**config.mk**
```make
export PLATFORM = sky130hd
export DESIGN_NAME = osc_ctrl
export DESIGN_NICKNAME = d
export VERILOG_FILES = /design/src/inc/osc_ctrl_pkg.sv /design/src/core/osc_ctrl.sv /design/src/core/pin_sync.sv /design/src/core/pll_lock_timer.sv
export VERILOG_INCLUDE_DIRS = /design/src /design/src/inc
export SDC_FILE = /design/constraint.sdc
export NUM_CORES = 1
export LEC_CHECK = 0
export BUFFER_PORTS_ARGS = -buffer_cell sky130_fd_sc_hd__buf_4
export CORE_AREA = 8 8 97 99
export CTS_CLUSTER_DIAMETER = 60
export DETAILED_ROUTE_END_ITERATION = 6
export DIE_AREA = 0 0 105 107
export GPL_TIMING_DRIVEN = 0
export PLACE_DENSITY = 0.71
export SETUP_SLACK_MARGIN = 0.3
export SLEW_MARGIN = 20
export SYNTH_ARGS = -nofsm -noshare
export SYNTH_HDL_FRONTEND = slang
export SYNTH_HIERARCHICAL = 1
export SYNTH_SLANG_ARGS = --single-unit
```
**constraint.sdc**
```tcl
create_clock -name clk_i -period 3.8 [get_ports clk_i]
set_clock_uncertainty 0.2 [all_clocks]
set_input_delay 0.19 -clock clk_i [delete_from_list [all_inputs] [get_ports clk_i]]
set_output_delay 0.19 -clock clk_i [all_outputs]
set_load 0.1 [all_outputs]
```
**src/inc/osc_ctrl_defs.svh**
```systemverilog
`ifndef OSC_CTRL_DEFS_SVH
`define OSC_CTRL_DEFS_SVH

// register byte offsets
`define OSC_CTRL_OFS      8'h00
`define OSC_UNLOCK_OFS    8'h04
`define OSC_IRQ_STAT_OFS  8'h08
`define OSC_IRQ_EN_OFS    8'h0c
`define OSC_IRQ_CLR_OFS   8'h10

// field positions of the control register
`define CUR_SRC_HI        14
`define CUR_SRC_LO        12
`define NEW_SRC_HI        10
`define NEW_SRC_LO        8
`define CFG_LOCK_BIT      7
`define PLL_LOCK_BIT      5
`define CLK_FAIL_BIT      3
`define SEC_OSC_EN_BIT    1
`define SWITCH_REQ_BIT    0

// unlock sequence keys, written one after the other to the unlock register
`define UNLOCK_KEY1       16'h0046
`define UNLOCK_KEY2       16'h0057

// timing
`define PLL_START_NS      2000
`define CLK_PERIOD_NS     4
`define PLL_START_CYC     ((`PLL_START_NS + `CLK_PERIOD_NS - 1) / `CLK_PERIOD_NS)
`define SWITCH_SETTLE_CYC 4

// interrupt status bit positions
`define IRQ_SWITCH_DONE   0
`define IRQ_CLK_FAIL      1
`define IRQ_PLL_LOCK      2
`define IRQ_W             3

`endif

```
**src/inc/osc_ctrl_pkg.sv**
```systemverilog
package osc_ctrl_pkg;

  typedef enum logic [2:0] {
    SRC_FAST_RC      = 3'h0,
    SRC_FAST_RC_PLL  = 3'h1,
    SRC_PRIMARY      = 3'h2,
    SRC_PRIMARY_PLL  = 3'h3,
    SRC_SECONDARY    = 3'h4,
    SRC_LOW_POWER_RC = 3'h5,
    SRC_FAST_RC_D16  = 3'h6,
    SRC_FAST_RC_DN   = 3'h7
  } osc_src_t;

  typedef enum logic [1:0] {
    SW_IDLE   = 2'b00,
    SW_SETTLE = 2'b01,
    SW_DONE   = 2'b11
  } sw_state_t;

  typedef enum logic [1:0] {
    UL_IDLE  = 2'b00,
    UL_KEY1  = 2'b01,
    UL_OPEN  = 2'b11
  } unlock_state_t;

endpackage

```
**src/core/osc_ctrl.sv**
```systemverilog
// Contract
// - current source reads 101 low-power rc, 110 fast rc /16, 111 fast rc /n
// - bits 10..8 hold the source the next switch request moves to
// - bit 11 reads zero always
// - bit 1 turns the secondary oscillator on or off
// - writing one to bit 0 switches the clock to the new source
// - bit 0 returns to zero when the switch has finished
// - writes to the control register need an unlock sequence first
//
// The Wishbone interface to the registers and the register offsets are this design's own decisions.
`timescale 1ns/1ps
`include "osc_ctrl_defs.svh"
module osc_ctrl
  import osc_ctrl_pkg::*;
(
  input  wire logic        clk_i,          // system clock, 250 MHz
  input  wire logic        rstn_i,         // async reset, active low
  input  wire logic        wb_cyc_i,       // wishbone cycle
  input  wire logic        wb_stb_i,       // wishbone strobe
  input  wire logic        wb_we_i,        // wishbone write enable
  input  wire logic [7:0]  wb_adr_i,       // wishbone byte address
  input  wire logic [3:0]  wb_sel_i,       // wishbone byte selects
  input  wire logic [31:0] wb_dat_i,       // wishbone write data
  output logic      [31:0] wb_dat_o,       // wishbone read data
  output logic             wb_ack_o,       // wishbone acknowledge
  input  wire logic [2:0]  cfg_src_i,      // power-on source from config bits
  input  wire logic        cfg_lock_en_i,  // config bit allowing clock lock
  input  wire logic        pll_lock_i,     // analog pll lock, asynchronous
  input  wire logic        clk_fail_i,     // fail-safe monitor detect, async
  output logic      [2:0]  clk_sel_o,      // selected system clock source
  output logic             pll_en_o,       // pll power enable
  output logic             sec_osc_en_o,   // secondary oscillator enable
  output logic             irq_o           // level interrupt
);

  ////////////////////////////////////////////////////////////////////////////
  // synchronisers and pll lock status

  logic [1:0] async_sync;
  logic       pll_locked;

  pin_sync #(.W(2)) u_sync (
    .clk_i  (clk_i),
    .rstn_i (rstn_i),
    .d_i    ({pll_lock_i, clk_fail_i}),
    .q_o    (async_sync)
  );

  pll_lock_timer u_lock (
    .clk_i      (clk_i),
    .rstn_i     (rstn_i),
    .pll_en_i   (pll_en_o),
    .pll_lock_i (async_sync[1]),
    .locked_o   (pll_locked)
  );

  ////////////////////////////////////////////////////////////////////////////
  // bus decode

  logic        req;
  logic        wr;
  logic [15:0] wdat;

  assign req  = wb_cyc_i && wb_stb_i && !wb_ack_o;
  assign wr   = req && wb_we_i;
  assign wdat = wb_dat_i[15:0];

  function automatic logic hit(input logic [7:0] ofs);
    hit = (wb_adr_i == ofs);
  endfunction

  // low two lanes must both be selected for a 16-bit register write
  function automatic logic wr_hit(input logic [7:0] ofs);
    wr_hit = wr && hit(ofs) && (wb_sel_i[1:0] == 2'h3);
  endfunction

  function automatic logic is_pll_src(input logic [2:0] s);
    is_pll_src = (s == SRC_FAST_RC_PLL) || (s == SRC_PRIMARY_PLL);
  endfunction

  ////////////////////////////////////////////////////////////////////////////
  // unlock sequence: key1 then key2 opens one write to the control register

  unlock_state_t ul_ff;
  logic          ctrl_wr;

  assign ctrl_wr = wr_hit(`OSC_CTRL_OFS) && (ul_ff == UL_OPEN);

  always_ff @(posedge clk_i or negedge rstn_i) begin
    if (!rstn_i) begin
      ul_ff <= UL_IDLE;
    end else if (wr_hit(`OSC_UNLOCK_OFS)) begin
      unique case (ul_ff)
        UL_IDLE: ul_ff <= (wdat == `UNLOCK_KEY1) ? UL_KEY1 : UL_IDLE;
        UL_KEY1: ul_ff <= (wdat == `UNLOCK_KEY2) ? UL_OPEN : UL_IDLE;
        UL_OPEN: ul_ff <= (wdat == `UNLOCK_KEY1) ? UL_KEY1 : UL_IDLE;
        default: ul_ff <= UL_IDLE;
      endcase
    end else if (wr) begin
      // any other write, accepted or not, closes the window
      ul_ff <= UL_IDLE;
    end
  end

  ////////////////////////////////////////////////////////////////////////////
  // power-on capture of the configured source

  logic boot_ff;

  always_ff @(posedge clk_i or negedge rstn_i) begin
    if (!rstn_i) begin
      boot_ff <= 1'b1;
    end else begin
      boot_ff <= 1'b0;
    end
  end

  ////////////////////////////////////////////////////////////////////////////
  // control fields

  logic [2:0] new_src_ff;
  logic       cfg_lock_ff;
  logic       sw_req_ff;
  logic       clk_fail_ff;
  logic       sw_done;
  logic       sw_start;
  logic       fail_evt;

  // once locked, source selection is frozen
  assign sw_start = ctrl_wr && wdat[`SWITCH_REQ_BIT] && !sw_req_ff;

  always_ff @(posedge clk_i or negedge rstn_i) begin
    if (!rstn_i) begin
      new_src_ff <= 3'h0;
    end else if (boot_ff) begin
      new_src_ff <= cfg_src_i;
    end else if (ctrl_wr && !cfg_lock_ff && !sw_req_ff) begin
      new_src_ff <= wdat[`NEW_SRC_HI:`NEW_SRC_LO];
    end
  end

  always_ff @(posedge clk_i or negedge rstn_i) begin
    if (!rstn_i) begin
      cfg_lock_ff <= 1'b0;
    end else if (ctrl_wr && cfg_lock_en_i) begin
      cfg_lock_ff <= wdat[`CFG_LOCK_BIT] | cfg_lock_ff;
    end
  end

  always_ff @(posedge clk_i or negedge rstn_i) begin
    if (!rstn_i) begin
      sec_osc_en_o <= 1'b0;
    end else if (ctrl_wr) begin
      sec_osc_en_o <= wdat[`SEC_OSC_EN_BIT];
    end
  end

  always_ff @(posedge clk_i or negedge rstn_i) begin
    if (!rstn_i) begin
      sw_req_ff <= 1'b0;
    end else if (sw_done) begin
      sw_req_ff <= 1'b0;
    end else if (sw_start && !cfg_lock_ff) begin
      sw_req_ff <= 1'b1;
    end
  end

  assign fail_evt = async_sync[0];

  // monitor detect wins over a software clear in the same cycle
  always_ff @(posedge clk_i or negedge rstn_i) begin
    if (!rstn_i) begin
      clk_fail_ff <= 1'b0;
    end else if (fail_evt) begin
      clk_fail_ff <= 1'b1;
    end else if (ctrl_wr && !wdat[`CLK_FAIL_BIT]) begin
      clk_fail_ff <= 1'b0;
    end
  end

  ////////////////////////////////////////////////////////////////////////////
  // switch sequencer

  sw_state_t  sw_ff;
  logic [2:0] settle_ff;
  logic       illegal_sw;

  // a direct pll-to-pll move is refused: request clears, source stays
  assign illegal_sw = is_pll_src(clk_sel_o) && is_pll_src(new_src_ff) &&
                      (clk_sel_o != new_src_ff);
  assign sw_done    = (sw_ff == SW_DONE);

  always_ff @(posedge clk_i or negedge rstn_i) begin
    if (!rstn_i) begin
      sw_ff     <= SW_IDLE;
      settle_ff <= 3'h0;
    end else begin
      unique case (sw_ff)
        SW_IDLE: begin
          if (sw_req_ff) begin
            sw_ff     <= SW_SETTLE;
            settle_ff <= 3'h0;
          end
        end
        SW_SETTLE: begin
          if (illegal_sw || settle_ff == 3'(`SWITCH_SETTLE_CYC - 1)) begin
            sw_ff <= SW_DONE;
          end else begin
            settle_ff <= settle_ff + 3'h1;
          end
        end
        SW_DONE: sw_ff <= SW_IDLE;
        default: sw_ff <= SW_IDLE;
      endcase
    end
  end

  // after the power-on capture, current source only changes at the end of a legal switch
  always_ff @(posedge clk_i or negedge rstn_i) begin
    if (!rstn_i) begin
      clk_sel_o <= 3'h0;
    end else if (boot_ff) begin
      clk_sel_o <= cfg_src_i;
    end else if (sw_ff == SW_SETTLE && !illegal_sw &&
                 settle_ff == 3'(`SWITCH_SETTLE_CYC - 1)) begin
      clk_sel_o <= new_src_ff;
    end
  end

  always_ff @(posedge clk_i or negedge rstn_i) begin
    if (!rstn_i) begin
      pll_en_o <= 1'b0;
    end else begin
      pll_en_o <= is_pll_src(clk_sel_o) || (sw_req_ff && is_pll_src(new_src_ff));
    end
  end

  ////////////////////////////////////////////////////////////////////////////
  // interrupts

  logic [`IRQ_W-1:0] irq_stat_ff;
  logic [`IRQ_W-1:0] irq_en_ff;
  logic [`IRQ_W-1:0] irq_evt;
  logic [`IRQ_W-1:0] irq_clr;
  logic              lock_d_ff;

  always_ff @(posedge clk_i or negedge rstn_i) begin
    if (!rstn_i) begin
      lock_d_ff <= 1'b0;
    end else begin
      lock_d_ff <= pll_locked;
    end
  end

  always_comb begin
    irq_evt                    = '0;
    irq_evt[`IRQ_SWITCH_DONE]  = sw_done;
    irq_evt[`IRQ_CLK_FAIL]     = fail_evt && !clk_fail_ff;
    irq_evt[`IRQ_PLL_LOCK]     = pll_locked && !lock_d_ff;
  end

  assign irq_clr = wr_hit(`OSC_IRQ_CLR_OFS) ? wdat[`IRQ_W-1:0] : '0;

  // set beats clear
  always_ff @(posedge clk_i or negedge rstn_i) begin
    if (!rstn_i) begin
      irq_stat_ff <= '0;
    end else begin
      irq_stat_ff <= (irq_stat_ff & ~irq_clr) | irq_evt;
    end
  end

  always_ff @(posedge clk_i or negedge rstn_i) begin
    if (!rstn_i) begin
      irq_en_ff <= '0;
    end else if (wr_hit(`OSC_IRQ_EN_OFS)) begin
      irq_en_ff <= wdat[`IRQ_W-1:0];
    end
  end

  always_ff @(posedge clk_i or negedge rstn_i) begin
    if (!rstn_i) begin
      irq_o <= 1'b0;
    end else begin
      irq_o <= |(((irq_stat_ff & ~irq_clr) | irq_evt) & irq_en_ff);
    end
  end

  ////////////////////////////////////////////////////////////////////////////
  // read mux and acknowledge

  logic [15:0] ctrl_rd;
  logic [31:0] nxt_rdat;

  always_comb begin
    ctrl_rd                            = 16'h0000;
    ctrl_rd[`CUR_SRC_HI:`CUR_SRC_LO]   = clk_sel_o;
    ctrl_rd[`NEW_SRC_HI:`NEW_SRC_LO]   = new_src_ff;
    ctrl_rd[`CFG_LOCK_BIT]             = cfg_lock_ff;
    ctrl_rd[`PLL_LOCK_BIT]             = pll_locked;
    ctrl_rd[`CLK_FAIL_BIT]             = clk_fail_ff;
    ctrl_rd[`SEC_OSC_EN_BIT]           = sec_osc_en_o;
    ctrl_rd[`SWITCH_REQ_BIT]           = sw_req_ff;
  end

  always_comb begin
    nxt_rdat = 32'h0000_0000;
    if (hit(`OSC_CTRL_OFS)) begin
      nxt_rdat = {16'h0000, ctrl_rd};
    end else if (hit(`OSC_IRQ_STAT_OFS)) begin
      nxt_rdat = {{(32-`IRQ_W){1'b0}}, irq_stat_ff};
    end else if (hit(`OSC_IRQ_EN_OFS)) begin
      nxt_rdat = {{(32-`IRQ_W){1'b0}}, irq_en_ff};
    end
  end

  // unmapped addresses ack with zero data; writes there are dropped
  always_ff @(posedge clk_i or negedge rstn_i) begin
    if (!rstn_i) begin
      wb_ack_o <= 1'b0;
      wb_dat_o <= 32'h0000_0000;
    end else begin
      wb_ack_o <= req;
      wb_dat_o <= (req && !wb_we_i) ? nxt_rdat : 32'h0000_0000;
    end
  end

endmodule

```
**src/core/pin_sync.sv**
```systemverilog
`timescale 1ns/1ps
module pin_sync #(
  parameter int W = 1
) (
  input  wire logic         clk_i,   // system clock
  input  wire logic         rstn_i,  // async reset, active low
  input  wire logic [W-1:0] d_i,     // asynchronous input
  output logic      [W-1:0] q_o      // synchronised output
);
  logic [W-1:0] meta_ff;

  // first stage feeds only the second stage
  always_ff @(posedge clk_i or negedge rstn_i) begin
    if (!rstn_i) begin
      meta_ff <= '0;
      q_o     <= '0;
    end else begin
      meta_ff <= d_i;
      q_o     <= meta_ff;
    end
  end
endmodule

```
**src/core/pll_lock_timer.sv**
```systemverilog
`timescale 1ns/1ps
`include "osc_ctrl_defs.svh"
module pll_lock_timer #(
  parameter int START_CYC = `PLL_START_CYC
) (
  input  wire logic clk_i,      // system clock
  input  wire logic rstn_i,     // async reset, active low
  input  wire logic pll_en_i,   // pll power enable
  input  wire logic pll_lock_i, // synchronised analog lock
  output logic      locked_o    // lock status
);
  logic [15:0] cnt_ff;
  logic        expired;

  assign expired = (cnt_ff == 16'(START_CYC));

  always_ff @(posedge clk_i or negedge rstn_i) begin
    if (!rstn_i) begin
      cnt_ff <= 16'h0000;
    end else if (!pll_en_i) begin
      cnt_ff <= 16'h0000;
    end else if (!expired) begin
      cnt_ff <= cnt_ff + 16'h0001;
    end
  end

  // reads one only when enabled and both locked and past start-up
  always_ff @(posedge clk_i or negedge rstn_i) begin
    if (!rstn_i) begin
      locked_o <= 1'b0;
    end else begin
      locked_o <= pll_en_i && pll_lock_i && expired;
    end
  end
endmodule

```
==> out/results.md, run 1 <==
| Item | This run | Unit |
| --- | --- | --- |
| Critical path, cell by cell | dlygate4sd3_1 > buf_4 > nor2_1 > nand2_4 > nor4_4 > mux2i_1 > a21oi_1 > dlygate4sd3_1 | - |
| Lkg Pwr | 1.96 | nW |
| Total number of nets in the final design | 451 | - |
| Worst reg2reg setup slack | 1.33 | ns |
| Number of hold buffers added after cts | 18 | - |
| Most used cells in the layout excluding fill and tap cells | sky130_fd_sc_hd__buf_4, sky130_fd_sc_hd__dfrtp_1, sky130_fd_sc_hd__nor2_1, sky130_fd_sc_hd__conb_1, sky130_fd_sc_hd__dlygate4sd3_1 | - |
| Post-place instance area | 3650 | um2 |
| Ys async rst share | 1.00 | - |
| Tmin final | 2.50 | ns |
| Maximum level of the CTS H-tree | 3 | - |
| Fraction of the yosys area taken by sequential cells | 0.502 | - |
| Overall routing resource usage | 0.124 | - |
| Estimated wirelength of the detail-placed design | 4.94 | mm |
| Vias/cell | 4.67 | - |
| Total setup violations reported at the end of the flow | 0 | - |
| Post-synthesis to final-layout area growth | 33.5 | % |
| Area used by multi-input combinational logic | 1370 | um2 |
| Most Frequent Cell on Critical Path | sky130_fd_sc_hd__dlygate4sd3_1 | - |
| Mean post-synth cell area | 10.6 | um2 |
| Final instance area | 4060 | um2 |
| Power density over the cells | 386 | nW/um2 |
| Final routed wire length divided by cell count | 13.4 | um |
| DRT iter0 DRCs | 53 | - |
| Post-route antenna net violation count | 0 | - |
| Kind of critical path | input port to flip-flop | - |
| Vertical die dimension | 107 | um |
| GPL Wtd Cong | 0.792 | - |
| Ys Warns | 6 | - |
| Final core utilization | 0.512 | - |
| Pin count of the biggest net entering global routing | 62 | - |
| Max-cap violations | 0 | - |
| Initial cell density of the core | 0.384 | - |
| Total gr overflow | 0 | - |
| Ant. Diodes | 0 | - |
| Endpoint kind of the worst setup timing path | flip-flop | - |
| Most common cell after layout, fill and taps aside | sky130_fd_sc_hd__buf_4 | - |
| Max Slew Vio Count | 0 | - |
| Standard-cell row count | 33 | - |
| Source-to-sink clock delay at the later pin of the worst-skew pair | 0.33 | ns |
| Maximum fanout along the worst path | 8 | - |
| Slowest cell delay on critical path | 0.55 | ns |
| Layout cell share with drive strength beyond 1 | 0.269 | - |
| Number of antenna violations at the first check in global routing | 0 | - |
| Clock Sink Count | 61 | - |
| Worst path setup slack after routing | 1.30 | ns |
| Number of enable flip-flop cells after synthesis | 0 | - |
| Core ar. | 7930 | um2 |
| Post-synthesis instance area | 3040 | um2 |
| Number of I/O port buffers | 54 | - |
| Slew Limit Headroom | 0.493 | - |
| Yosys reg bits | 61 | - |
| Share of the clock period used by the worst path | 0.657 | - |
| RSZ-0062 raised after global routing | false | - |
| Post-place setup slack | 1.85 | ns |
| Buffer count from post-CTS setup fixing | 0 | - |
| Post-synthesis cell type count | 54 | - |
| Vias | 2,328 | - |
| F_max | 400 | MHz |
| Cells after Synth | 286 | - |
| Wire length reported by the detailed router | 6.70 | mm |
| Final setup TNS | 0 | ns |
| Most frequently used flop master after synthesis | sky130_fd_sc_hd__dfrtp_1 | - |
| Total power draw | 1.56 | mW |
| Required time at the endpoint of the critical path | 3.81 | ns |
| Clock Tree Root | sky130_fd_sc_hd__clkbuf_8 | - |
| Number of ports placed on the die boundary | 94 | - |
| Status | complete, no violations | - |
| Hold WC Path Type | input port to flip-flop | - |
| Crit start category | input port | - |
| Pin slew with the least headroom to its limit | 0.761 | ns |
| Slowest CP cell | sky130_fd_sc_hd__dlygate4sd3_1 | - |
| Drc violations | 0 | - |
| Vias in the first global route | 2,477 | - |
| Clock Tree Buf Depth | 2 | - |
| Fillers | 720 | - |
| Footprint of the flip-flops and latches | 1530 | um2 |
| Number of hold violations in the final report | 0 | - |
| TritonRoute pass-1 iters | 4 | - |
| Endpoint arrival time on the critical path | 2.51 | ns |
| Wire length of the first global-routing pass | 11.4 | mm |
| Post-CTS clock slew at the launch and capture registers of the worst setup and hold paths | 0.07 | ns |
| Die width | 105 | um |
| Peak supply drop | 0.171 | mV |
| Total Die Area | 11,200 | um2 |
| Number of instances resized during post-cts repair | 0 | - |
| Inserted Clock Buffers | 9 | - |
| CTS tree | yes | - |
## kinds of logic (layout without fill, tap and decap cells)
kind of cell / Yosys count / in the layout / share of synthesized area
AND/OR/NAND/NOR: 118 / 118 / 0.239
flip-flops: 61 / 61 / 0.502
AO/OA/AOI/OAI: 37 / 37 / 0.0765
buffers and inverters: 37 / 125 / 0.0720
multiplexers: 15 / 15 / 0.0510
XOR/XNOR: 10 / 10 / 0.0288
adder cells (fa/ha/maj): 7 / 7 / 0.0288
other: 1 / 21 / 0.00123
## critical path: cells and delay by family
| family | cells | cell delay (ns) |
|---|---|---|
| AND/OR/NAND/NOR | 3 | 0.74 |
| buffers and inverters | 3 | 1.25 |
| multiplexers | 1 | 0.24 |
| AO/OA/AOI/OAI | 1 | 0.08 |
## registers in the layout, indices dropped and copies added, names as in the netlist, 2 cells and up
signal          cells
wb_dat_o           12
sw_ff               2
irq_stat_ff         3
u_lock/cnt_ff      16
clk_sel_o           3
irq_en_ff           3
new_src_ff          3
settle_ff           3
u_sync/meta_ff      2
u_sync/q_o          2
ul_ff               2
## cell type report
class | instances | area share
buffer | 24 | 0.0419
sequential | 61 | 0.377
tap | 105 | 0.0324
clock buffer | 12 | 0.0382
clock inverter | 4 | 0.0173
timing repair buffer | 72 | 0.144
multi-input combinational | 208 | 0.337
inverter | 13 | 0.0120
## stage by stage
step           hold slack [ns]  instances
5_1_grt                 0.0171        499
4_1_cts                0.00836        499
3_3_place_gp            0.0994        465
6_report                0.0153        499
3_5_place_dp             0.101        465
2_1_floorplan           -0.306        306
## where the power goes
part | internal, mW | switching, mW | leakage [nW]
Combinational | 0.0738 | 0.174 | 1.04
Sequential | 0.662 | 0.00973 | 0.804
Clock | 0.403 | 0.242 | 0.116
## path summary, 6_finish.rpt
check                                                  from                           end  cells past startpoint
worst max-delay path                            wb_adr_i[3]     new_src_ff[0]$_DFFE_PN0P_                      8
worst min-delay path                            wb_dat_i[9]     new_src_ff[1]$_DFFE_PN0P_                      3
max in group asynchronous                            rstn_i          ul_ff[1]$_DFFE_PN0P_                      2
min in group asynchronous                            rstn_i  u_lock/cnt_ff[7]$_DFFE_PN0P_                      2
worst max register to register           wb_ack_o$_DFF_PN0_     new_src_ff[0]$_DFFE_PN0P_                      7
worst min register to register  u_sync/meta_ff[0]$_DFF_PN0_       u_sync/q_o[0]$_DFF_PN0_                      0
## per-layer routing
layer / track usage / vias to the layer above / part of all wire
li1: - / 1166 / -
met4: 0.0652 / 0 / 0.020
met5: 0 / - / 0
met1: 0.142 / 1085 / 0.43
met2: 0.207 / 61 / 0.49
met3: 0.0354 / 16 / 0.052
## cell usage after synthesis, drive strengths merged (7+ instances only)
library cell,n,share of area
nand4,8,0.021
nor2b,8,0.016
and2,17,0.035
xnor2,7,0.020
ha,7,0.029
dfrtp,60,0.49
mux2i,11,0.036
nor4,9,0.028
inv,12,0.015
o21ai,9,0.015
nor3,8,0.015
nand2,18,0.025
buf,22,0.053
a21oi,10,0.016
nor2,21,0.026
Power figures use the tool's default switching activity.
==> run 2: changes to the inputs <==
- ABC_AREA: unset -> 1
- CORE_AREA: 8 8 97 99 -> 8 8 100 102
- DIE_AREA: 0 0 105 107 -> 0 0 108 110
- clock period: 3.8 -> 2.5 ns (I/O delays scaled with it)
==> run 2 against run 1 <==
Against the previous run: register-to-register slack worse by 0.91 ns; setup slack worse by 0.91 ns; critical endpoint is now ul_ff[0]$_DFFE_PN0P_; sequential power grew 54%; non-clock buffer count is 18 higher; synthesized cell count increased by 40%; critical path depth unchanged; sequential share of layout area is 3.2 points lower; wire length up 21%.
==> out/results.md, run 2 <==
| Item | This run | Unit |
| --- | --- | --- |
| Ant. Diodes | 0 | - |
| Registers with the highest flip-flop counts | u_lock/cnt_ff (16), wb_dat_o (12) | - |
| Worst reg2reg setup slack | 0.42 | ns |
| Vias/cell | 4.63 | - |
| Ys Warns | 6 | - |
| Wire length of the first global-routing pass | 14.1 | mm |
| Status | complete, no violations | - |
| Synth top area share | 0.459 | - |
| Final core utilization | 0.523 | - |
| Fraction of the yosys area taken by sequential cells | 0.467 | - |
| Cells after Synth | 399 | - |
| Initial cell density of the core | 0.387 | - |
| Max-cap violations | 0 | - |
| Cell family contributing the most delay on the critical path | buffers and inverters | - |
| Slew Limit Headroom | 0.490 | - |
| Area contributors post-synth | sky130_fd_sc_hd__dfrtp_1, sky130_fd_sc_hd__nand2_1, sky130_fd_sc_hd__nor2_1, sky130_fd_sc_hd__nand3_1, sky130_fd_sc_hd__inv_1 | - |
| RSZ-0062 raised after global routing | false | - |
| Number of cells traversed by the worst hold path | 7 | - |
| Power density over the cells | 503 | nW/um2 |
| Vias in the first global route | 3,074 | - |
| Drc violations | 0 | - |
| Combined buffer and inverter count along the critical path | 4 | - |
| Ys async rst share | 1.00 | - |
| Combinational family with the most area after synthesis | simple AND/OR/NAND/NOR gates | - |
| Number of hold violations in the final report | 0 | - |
| Source-to-sink clock delay at the later pin of the worst-skew pair | 0.34 | ns |
| Max Slew Vio Count | 0 | - |
| Endpoint kind of the worst setup timing path | flip-flop | - |
| Estimated wirelength of the detail-placed design | 5.80 | mm |
| Worst path setup slack after routing | 0.391 | ns |
| Standard-cell row count | 34 | - |
| Required time at the endpoint of the critical path | 2.53 | ns |
| R2R cell count | 8 | - |
| Lkg Pwr | 2.20 | nW |
| Area leader, netlist | sky130_fd_sc_hd__dfrtp_1 | - |
| Clock Tree Root | sky130_fd_sc_hd__clkbuf_8 | - |
| Most used cells in the layout excluding fill and tap cells | sky130_fd_sc_hd__nand2_1, sky130_fd_sc_hd__buf_4, sky130_fd_sc_hd__dfrtp_1, sky130_fd_sc_hd__nor2_1, sky130_fd_sc_hd__inv_1 | - |
| Clock Sink Count | 61 | - |
| Die width | 108 | um |
| Most common cell after layout, fill and taps aside | sky130_fd_sc_hd__nand2_1 | - |
| Post-route antenna net violation count | 0 | - |
| Maximum level of the CTS H-tree | 3 | - |
| Xor/xnor cell area share of the yosys netlist | 0.0107 | - |
| Fillers | 757 | - |
| Number of enable flip-flop cells after synthesis | 0 | - |
| Cell count after placement | 582 | - |
| Total number of nets in the final design | 583 | - |
| Wire length reported by the detailed router | 8.09 | mm |
| Post-synthesis to final-layout area growth | 35.4 | % |
| Pin count of the biggest net entering global routing | 62 | - |
| Overall routing resource usage | 0.148 | - |
| Slowest CP cell | sky130_fd_sc_hd__dlygate4sd3_1 | - |
| Yosys reg bits | 61 | - |
| Post-synthesis instance area | 3270 | um2 |
| Post-synthesis share of cell area spent on full adders, half adders and majority gates | 0.0268 | - |
| Basic-gate share of the synthesized area counting and, or, nand and nor cells | 0.328 | - |
| Layout cell share with drive strength beyond 1 | 0.234 | - |
| Hold WC Path Type | input port to flip-flop | - |
| Vertical die dimension | 110 | um |
| Final routed wire length divided by cell count | 12.8 | um |
| Critical path, cell by cell | dlygate4sd3_1 > buf_4 > nand2_1 > dlygate4sd3_1 > a21oi_1 > dlygate4sd3_1 > nand4_1 > nand2_1 | - |
| Core ar. | 8470 | um2 |
| Pin slew with the least headroom to its limit | 0.766 | ns |
| Cell with the most instances after synthesis | sky130_fd_sc_hd__nand2_1 | - |
| Synthesized-area fraction occupied by ao, oa, aoi and oai cells | 0.0554 | - |
| Post-place setup slack | 0.897 | ns |
| Origin of the critical flop-to-flop path | ul_ff[0]$_DFFE_PN0P_ | - |
| Slowest cell delay on critical path | 0.57 | ns |
| Final instance area | 4430 | um2 |
| Most frequent cells after synthesis | sky130_fd_sc_hd__nand2_1, sky130_fd_sc_hd__dfrtp_1, sky130_fd_sc_hd__nor2_1 | - |
| Tmin final | 2.11 | ns |
| Mean post-synth cell area | 8.20 | um2 |
| Number of antenna violations at the first check in global routing | 0 | - |
| Most frequently used flop master after synthesis | sky130_fd_sc_hd__dfrtp_1 | - |
| Biggest register | u_lock/cnt_ff | - |
| Vias | 2,933 | - |
| Final setup TNS | 0 | ns |
| Total Die Area | 11,900 | um2 |
| Destination of the worst hold path | irq_stat_ff[2]$_DFF_PN0_ | - |
| Crit start category | input port | - |
| Fraction of synthesized area in multiplexers | 0 | - |
| Total setup violations reported at the end of the flow | 0 | - |
| Post-place instance area | 3900 | um2 |
| GPL Wtd Cong | 0.844 | - |
| Endpoint arrival time on the critical path | 2.13 | ns |
| Peak supply drop | 0.279 | mV |
| Total gr overflow | 0 | - |
| Origin of the worst min-delay path | wb_adr_i[6] | - |
| F_max | 474 | MHz |
| CTS tree | yes | - |
| Clock Tree Buf Depth | 2 | - |
| Flip-flop count of the largest register after layout | 16 | - |
| TritonRoute pass-1 iters | 4 | - |
| Kind of critical path | input port to flip-flop | - |
| Maximum fanout along the worst path | 2 | - |
| Buffer count from post-CTS setup fixing | 0 | - |
| Most Frequent Cell on Critical Path | sky130_fd_sc_hd__dlygate4sd3_1 | - |
| Post-CTS clock slew at the launch and capture registers of the worst setup and hold paths | 0.07 | ns |
| Number of ports placed on the die boundary | 94 | - |
| Inserted Clock Buffers | 9 | - |
| Number of I/O port buffers | 55 | - |
| Non-filler instance count after layout | 634 | - |
| Reg2reg end | ul_ff[1]$_DFFE_PN0P_ | - |
| DRT iter0 DRCs | 120 | - |
| Share of the clock period used by the worst path | 0.843 | - |
| Post-synthesis cell type count | 35 | - |
## run 2: cells by family (layout without fill, tap and decap cells)
group | after synthesis | count (layout)
xor gates and xnor gates | 4 | 4
DFF | 61 | 61
buffers and inverters | 72 | 179
AOI/OAI and AO/OA | 32 | 32
other | 1 | 21
and+or+nand+nor | 222 | 222
adders and majority gates | 7 | 7
## run 2: stage by stage
step | power, mW | hold slack, ns
finish | 2.23 | 0.0426
global route | 2.34 | 0.0569
CTS | 2.25 | 0.0285
detailed placement | 1.45 | 0.0354
global placement | 1.45 | 0.0361
floorplan | 1.34 | -0.371
## run 2: metal layers
metal	part of all wire	global-route usage	up-vias
met1	0.42	0.169	1355
li1	-	-	1478
met4	0.010	0.0436	0
met5	0	0	-
met2	0.50	0.252	91
met3	0.067	0.0576	9
## run 2: area by class of cell
type / count / area, um2 / area share
flip-flops and latches: 61 / 1530 / 0.345
multi-input cells: 286 / 1470 / 0.331
repair buffers: 91 / 773 / 0.175
inverters: 49 / 184 / 0.0415
plain buffers: 23 / 180 / 0.0407
clock buffers: 14 / 153 / 0.0345
well taps: 108 / 135 / 0.0305
clock inverters: 2 / 10.0 / 0.00226
## run 2: worst max path at each step
stage / start / endpoint / depth (start not counted) / slack (ns)
floorplan: clk_sel_o[1]$_DFFE_PN0P_ / clk_sel_o[2]$_DFFE_PN0P_ / 6 / 0.54
CTS: wb_we_i / wb_dat_o[1]$_DFF_PN0_ / 6 / 0.37
global route: ul_ff[0]$_DFFE_PN0P_ / ul_ff[0]$_DFFE_PN0P_ / 8 / 0.30
detailed placement: wb_ack_o$_DFF_PN0_ / wb_dat_o[12]$_DFF_PN0_ / 3 / 0.90
global placement: wb_ack_o$_DFF_PN0_ / wb_dat_o[12]$_DFF_PN0_ / 3 / 0.87
finish: wb_dat_i[6] / ul_ff[0]$_DFFE_PN0P_ / 8 / 0.39
## run 2: worst min-delay path, cell delays in order
cell	delay [ns]
sky130_fd_sc_hd__buf_4	0.08
sky130_fd_sc_hd__nor2_2	0.03
sky130_fd_sc_hd__nand2_1	0.05
sky130_fd_sc_hd__nor2_1	0.06
sky130_fd_sc_hd__nand3_1	0.09
sky130_fd_sc_hd__nand2_1	0.05
sky130_fd_sc_hd__nand2_1	0.07
## run 2: what timing repair did
action / in CTS / in global routing
hold buffers: 36 / 0
hold endpoints to repair: 93 / 0
setup endpoints to repair: 0 / 3
gates resized for setup: 0 / 2
## run 2: where the power goes
group	internal, mW	switching (mW)	total (mW)
Combinational	0.139	0.311	0.449
Sequential	1.01	0.0240	1.03
Clock	0.385	0.362	0.747
==> run 3: changes to the inputs <==
- clock period: 2.5 -> 1.95 ns (I/O delays scaled with it)
==> run 3 against run 2 <==
Against the previous run: count of clock-buffer cells in the layout grew 1; flip-flop and latch count is the same; critical path depth shrank 2; largest power group unchanged; register-to-register slack lost 0.06 ns; first-iteration DRC count grew 13%; cell area grew 0.54%.
==> out/results.md, run 3 (same netlist as run 2, synthesis figures left out) <==
| Item | This run | Unit |
| --- | --- | --- |
| Slowest cell delay on critical path | 0.55 | ns |
| Share of the clock period used by the worst path | 0.823 | - |
| Clock Sink Count | 61 | - |
| Post-route antenna net violation count | 0 | - |
| Core ar. | 8470 | um2 |
| Post-CTS clock slew at the launch and capture registers of the worst setup and hold paths | 0.06 | ns |
| DRT iter0 DRCs | 135 | - |
| Number of antenna violations at the first check in global routing | 0 | - |
| Number of I/O port buffers | 55 | - |
| Wire length reported by the detailed router | 7.83 | mm |
| Registers with the highest flip-flop counts | u_lock/cnt_ff (16), wb_dat_o (12) | - |
| Layout cell share with drive strength beyond 1 | 0.258 | - |
| Kind of critical path | input port to flip-flop | - |
| Post-place setup slack | 0.356 | ns |
| Final routed wire length divided by cell count | 12.4 | um |
| Required time at the endpoint of the critical path | 1.96 | ns |
| Hold WC Path Type | input port to flip-flop | - |
| Crit start category | input port | - |
| Peak supply drop | 0.293 | mV |
| Status | complete, no violations | - |
| Initial cell density of the core | 0.387 | - |
| Vertical die dimension | 110 | um |
| Slowest CP cell | sky130_fd_sc_hd__dlygate4sd3_1 | - |
| Source-to-sink clock delay at the later pin of the worst-skew pair | 0.33 | ns |
| Maximum level of the CTS H-tree | 3 | - |
| Wire length of the first global-routing pass | 13.5 | mm |
| Ant. Diodes | 0 | - |
| Worst path setup slack after routing | 0.345 | ns |
| Number of hold violations in the final report | 0 | - |
| CTS tree | yes | - |
| Post-synthesis to final-layout area growth | 36.1 | % |
| Standard-cell row count | 34 | - |
| Total power draw | 2.92 | mW |
| Slew Limit Headroom | 0.493 | - |
| Drc violations | 0 | - |
| Endpoint kind of the worst setup timing path | flip-flop | - |
| Most used cells in the layout excluding fill and tap cells | sky130_fd_sc_hd__nand2_1, sky130_fd_sc_hd__buf_4, sky130_fd_sc_hd__dfrtp_1, sky130_fd_sc_hd__nor2_1, sky130_fd_sc_hd__inv_1 | - |
| Most common cell after layout, fill and taps aside | sky130_fd_sc_hd__nand2_1 | - |
| Biggest register | u_lock/cnt_ff | - |
| Endpoint arrival time on the critical path | 1.61 | ns |
| Final core utilization | 0.526 | - |
| Max Slew Vio Count | 0 | - |
| Tmin final | 1.60 | ns |
| Critical path, cell by cell | dlygate4sd3_1 > buf_4 > nor3_1 > nand3_1 > o211ai_1 > a21oi_1 | - |
| Total gr overflow | 0 | - |
| Estimated wirelength of the detail-placed design | 5.72 | mm |
| Final setup TNS | 0 | ns |
| Die width | 108 | um |
| RSZ-0062 raised after global routing | true | - |
| GPL Wtd Cong | 0.865 | - |
| Total Die Area | 11,900 | um2 |
| TritonRoute pass-1 iters | 4 | - |
| F_max | 623 | MHz |
| Vias in the first global route | 3,025 | - |
| Lkg Pwr | 2.18 | nW |
| Pin count of the biggest net entering global routing | 62 | - |
| Pin slew with the least headroom to its limit | 0.761 | ns |
| Power density over the cells | 655 | nW/um2 |
| Clock Tree Root | sky130_fd_sc_hd__clkbuf_8 | - |
| Inserted Clock Buffers | 9 | - |
| Overall routing resource usage | 0.142 | - |
| Flip-flop count of the largest register after layout | 16 | - |
| Maximum fanout along the worst path | 3 | - |
| Clock Tree Buf Depth | 2 | - |
| Vias | 2,878 | - |
| Fillers | 753 | - |
| Number of ports placed on the die boundary | 94 | - |
| Max-cap violations | 0 | - |
| Vias/cell | 4.56 | - |
| Total number of nets in the final design | 580 | - |
| Total setup violations reported at the end of the flow | 0 | - |
-- run 3: final timing paths --
| kind | start | to | slack, ns | cells past startpoint |
|---|---|---|---|---|
| max | wb_adr_i[1] | wb_dat_o[2]$_DFF_PN0_ | 0.35 | 6 |
| min | wb_adr_i[6] | wb_dat_o[0]$_DFF_PN0_ | 0.02 | 5 |
| max reg2reg | u_lock/cnt_ff[1]$_DFFE_PN0P_ | u_lock/cnt_ff[6]$_DFFE_PN0P_ | 0.36 | 6 |
| min reg2reg | u_sync/meta_ff[0]$_DFF_PN0_ | u_sync/q_o[0]$_DFF_PN0_ | 0.15 | 0 |
| max in group asynchronous | rstn_i | clk_sel_o[1]$_DFFE_PN0P_ | 0.82 | 2 |
| min in group asynchronous | rstn_i | u_lock/cnt_ff[8]$_DFFE_PN0P_ | 0.19 | 2 |
-- run 3: per-layer routing --
layer  global-route usage  up-vias  wire, um
met5                    0        -         0
met4               0.0496        0       120
met3               0.0494       12       444
met2                0.246       69      3910
met1                0.158     1325      3360
li1                     -     1472         -
-- run 3: metrics by stage --
step	cell area, um2	hold slack [ns]	instances
floorplan	3350	-0.398	419
global placement	3900	0.00833	582
detailed placement	3900	0.0104	582
CTS	4390	0.0000962	629
global route	4450	0.0209	631
finish	4450	0.0222	631
-- run 3: layout make-up --
class,instances,area (um2),share of cell area
timing repair buffer,88,738,0.166
sequential,61,1530,0.344
clock buffer,15,176,0.0396
clock inverter,1,5.00,0.00112
inverter,49,184,0.0413
tap,108,135,0.0303
buffer,23,180,0.0404
multi-input combinational,286,1500,0.337
-- run 3: worst max-delay path, delay by kind of cell --
family          cells  cell delay (ns)
buf+inv             2             0.70
simple gates        2             0.55
compound gates      2             0.26
-- run 3: power breakdown --
| part | switching, mW | internal [mW] |
|---|---|---|
| combinational | 0.398 | 0.176 |
| sequential | 0.0314 | 1.30 |
| clock | 0.450 | 0.565 |
| total | 0.880 | 2.04 |
-- run 3: repair_timing --
item / 4_1_cts / 5_1_grt
setup buffers: 0 / 2
gates resized for setup: 0 / 10
endpoints found under the setup margin: 0 / 19
hold buffers: 31 / 0
hold endpoints to repair: 94 / 0
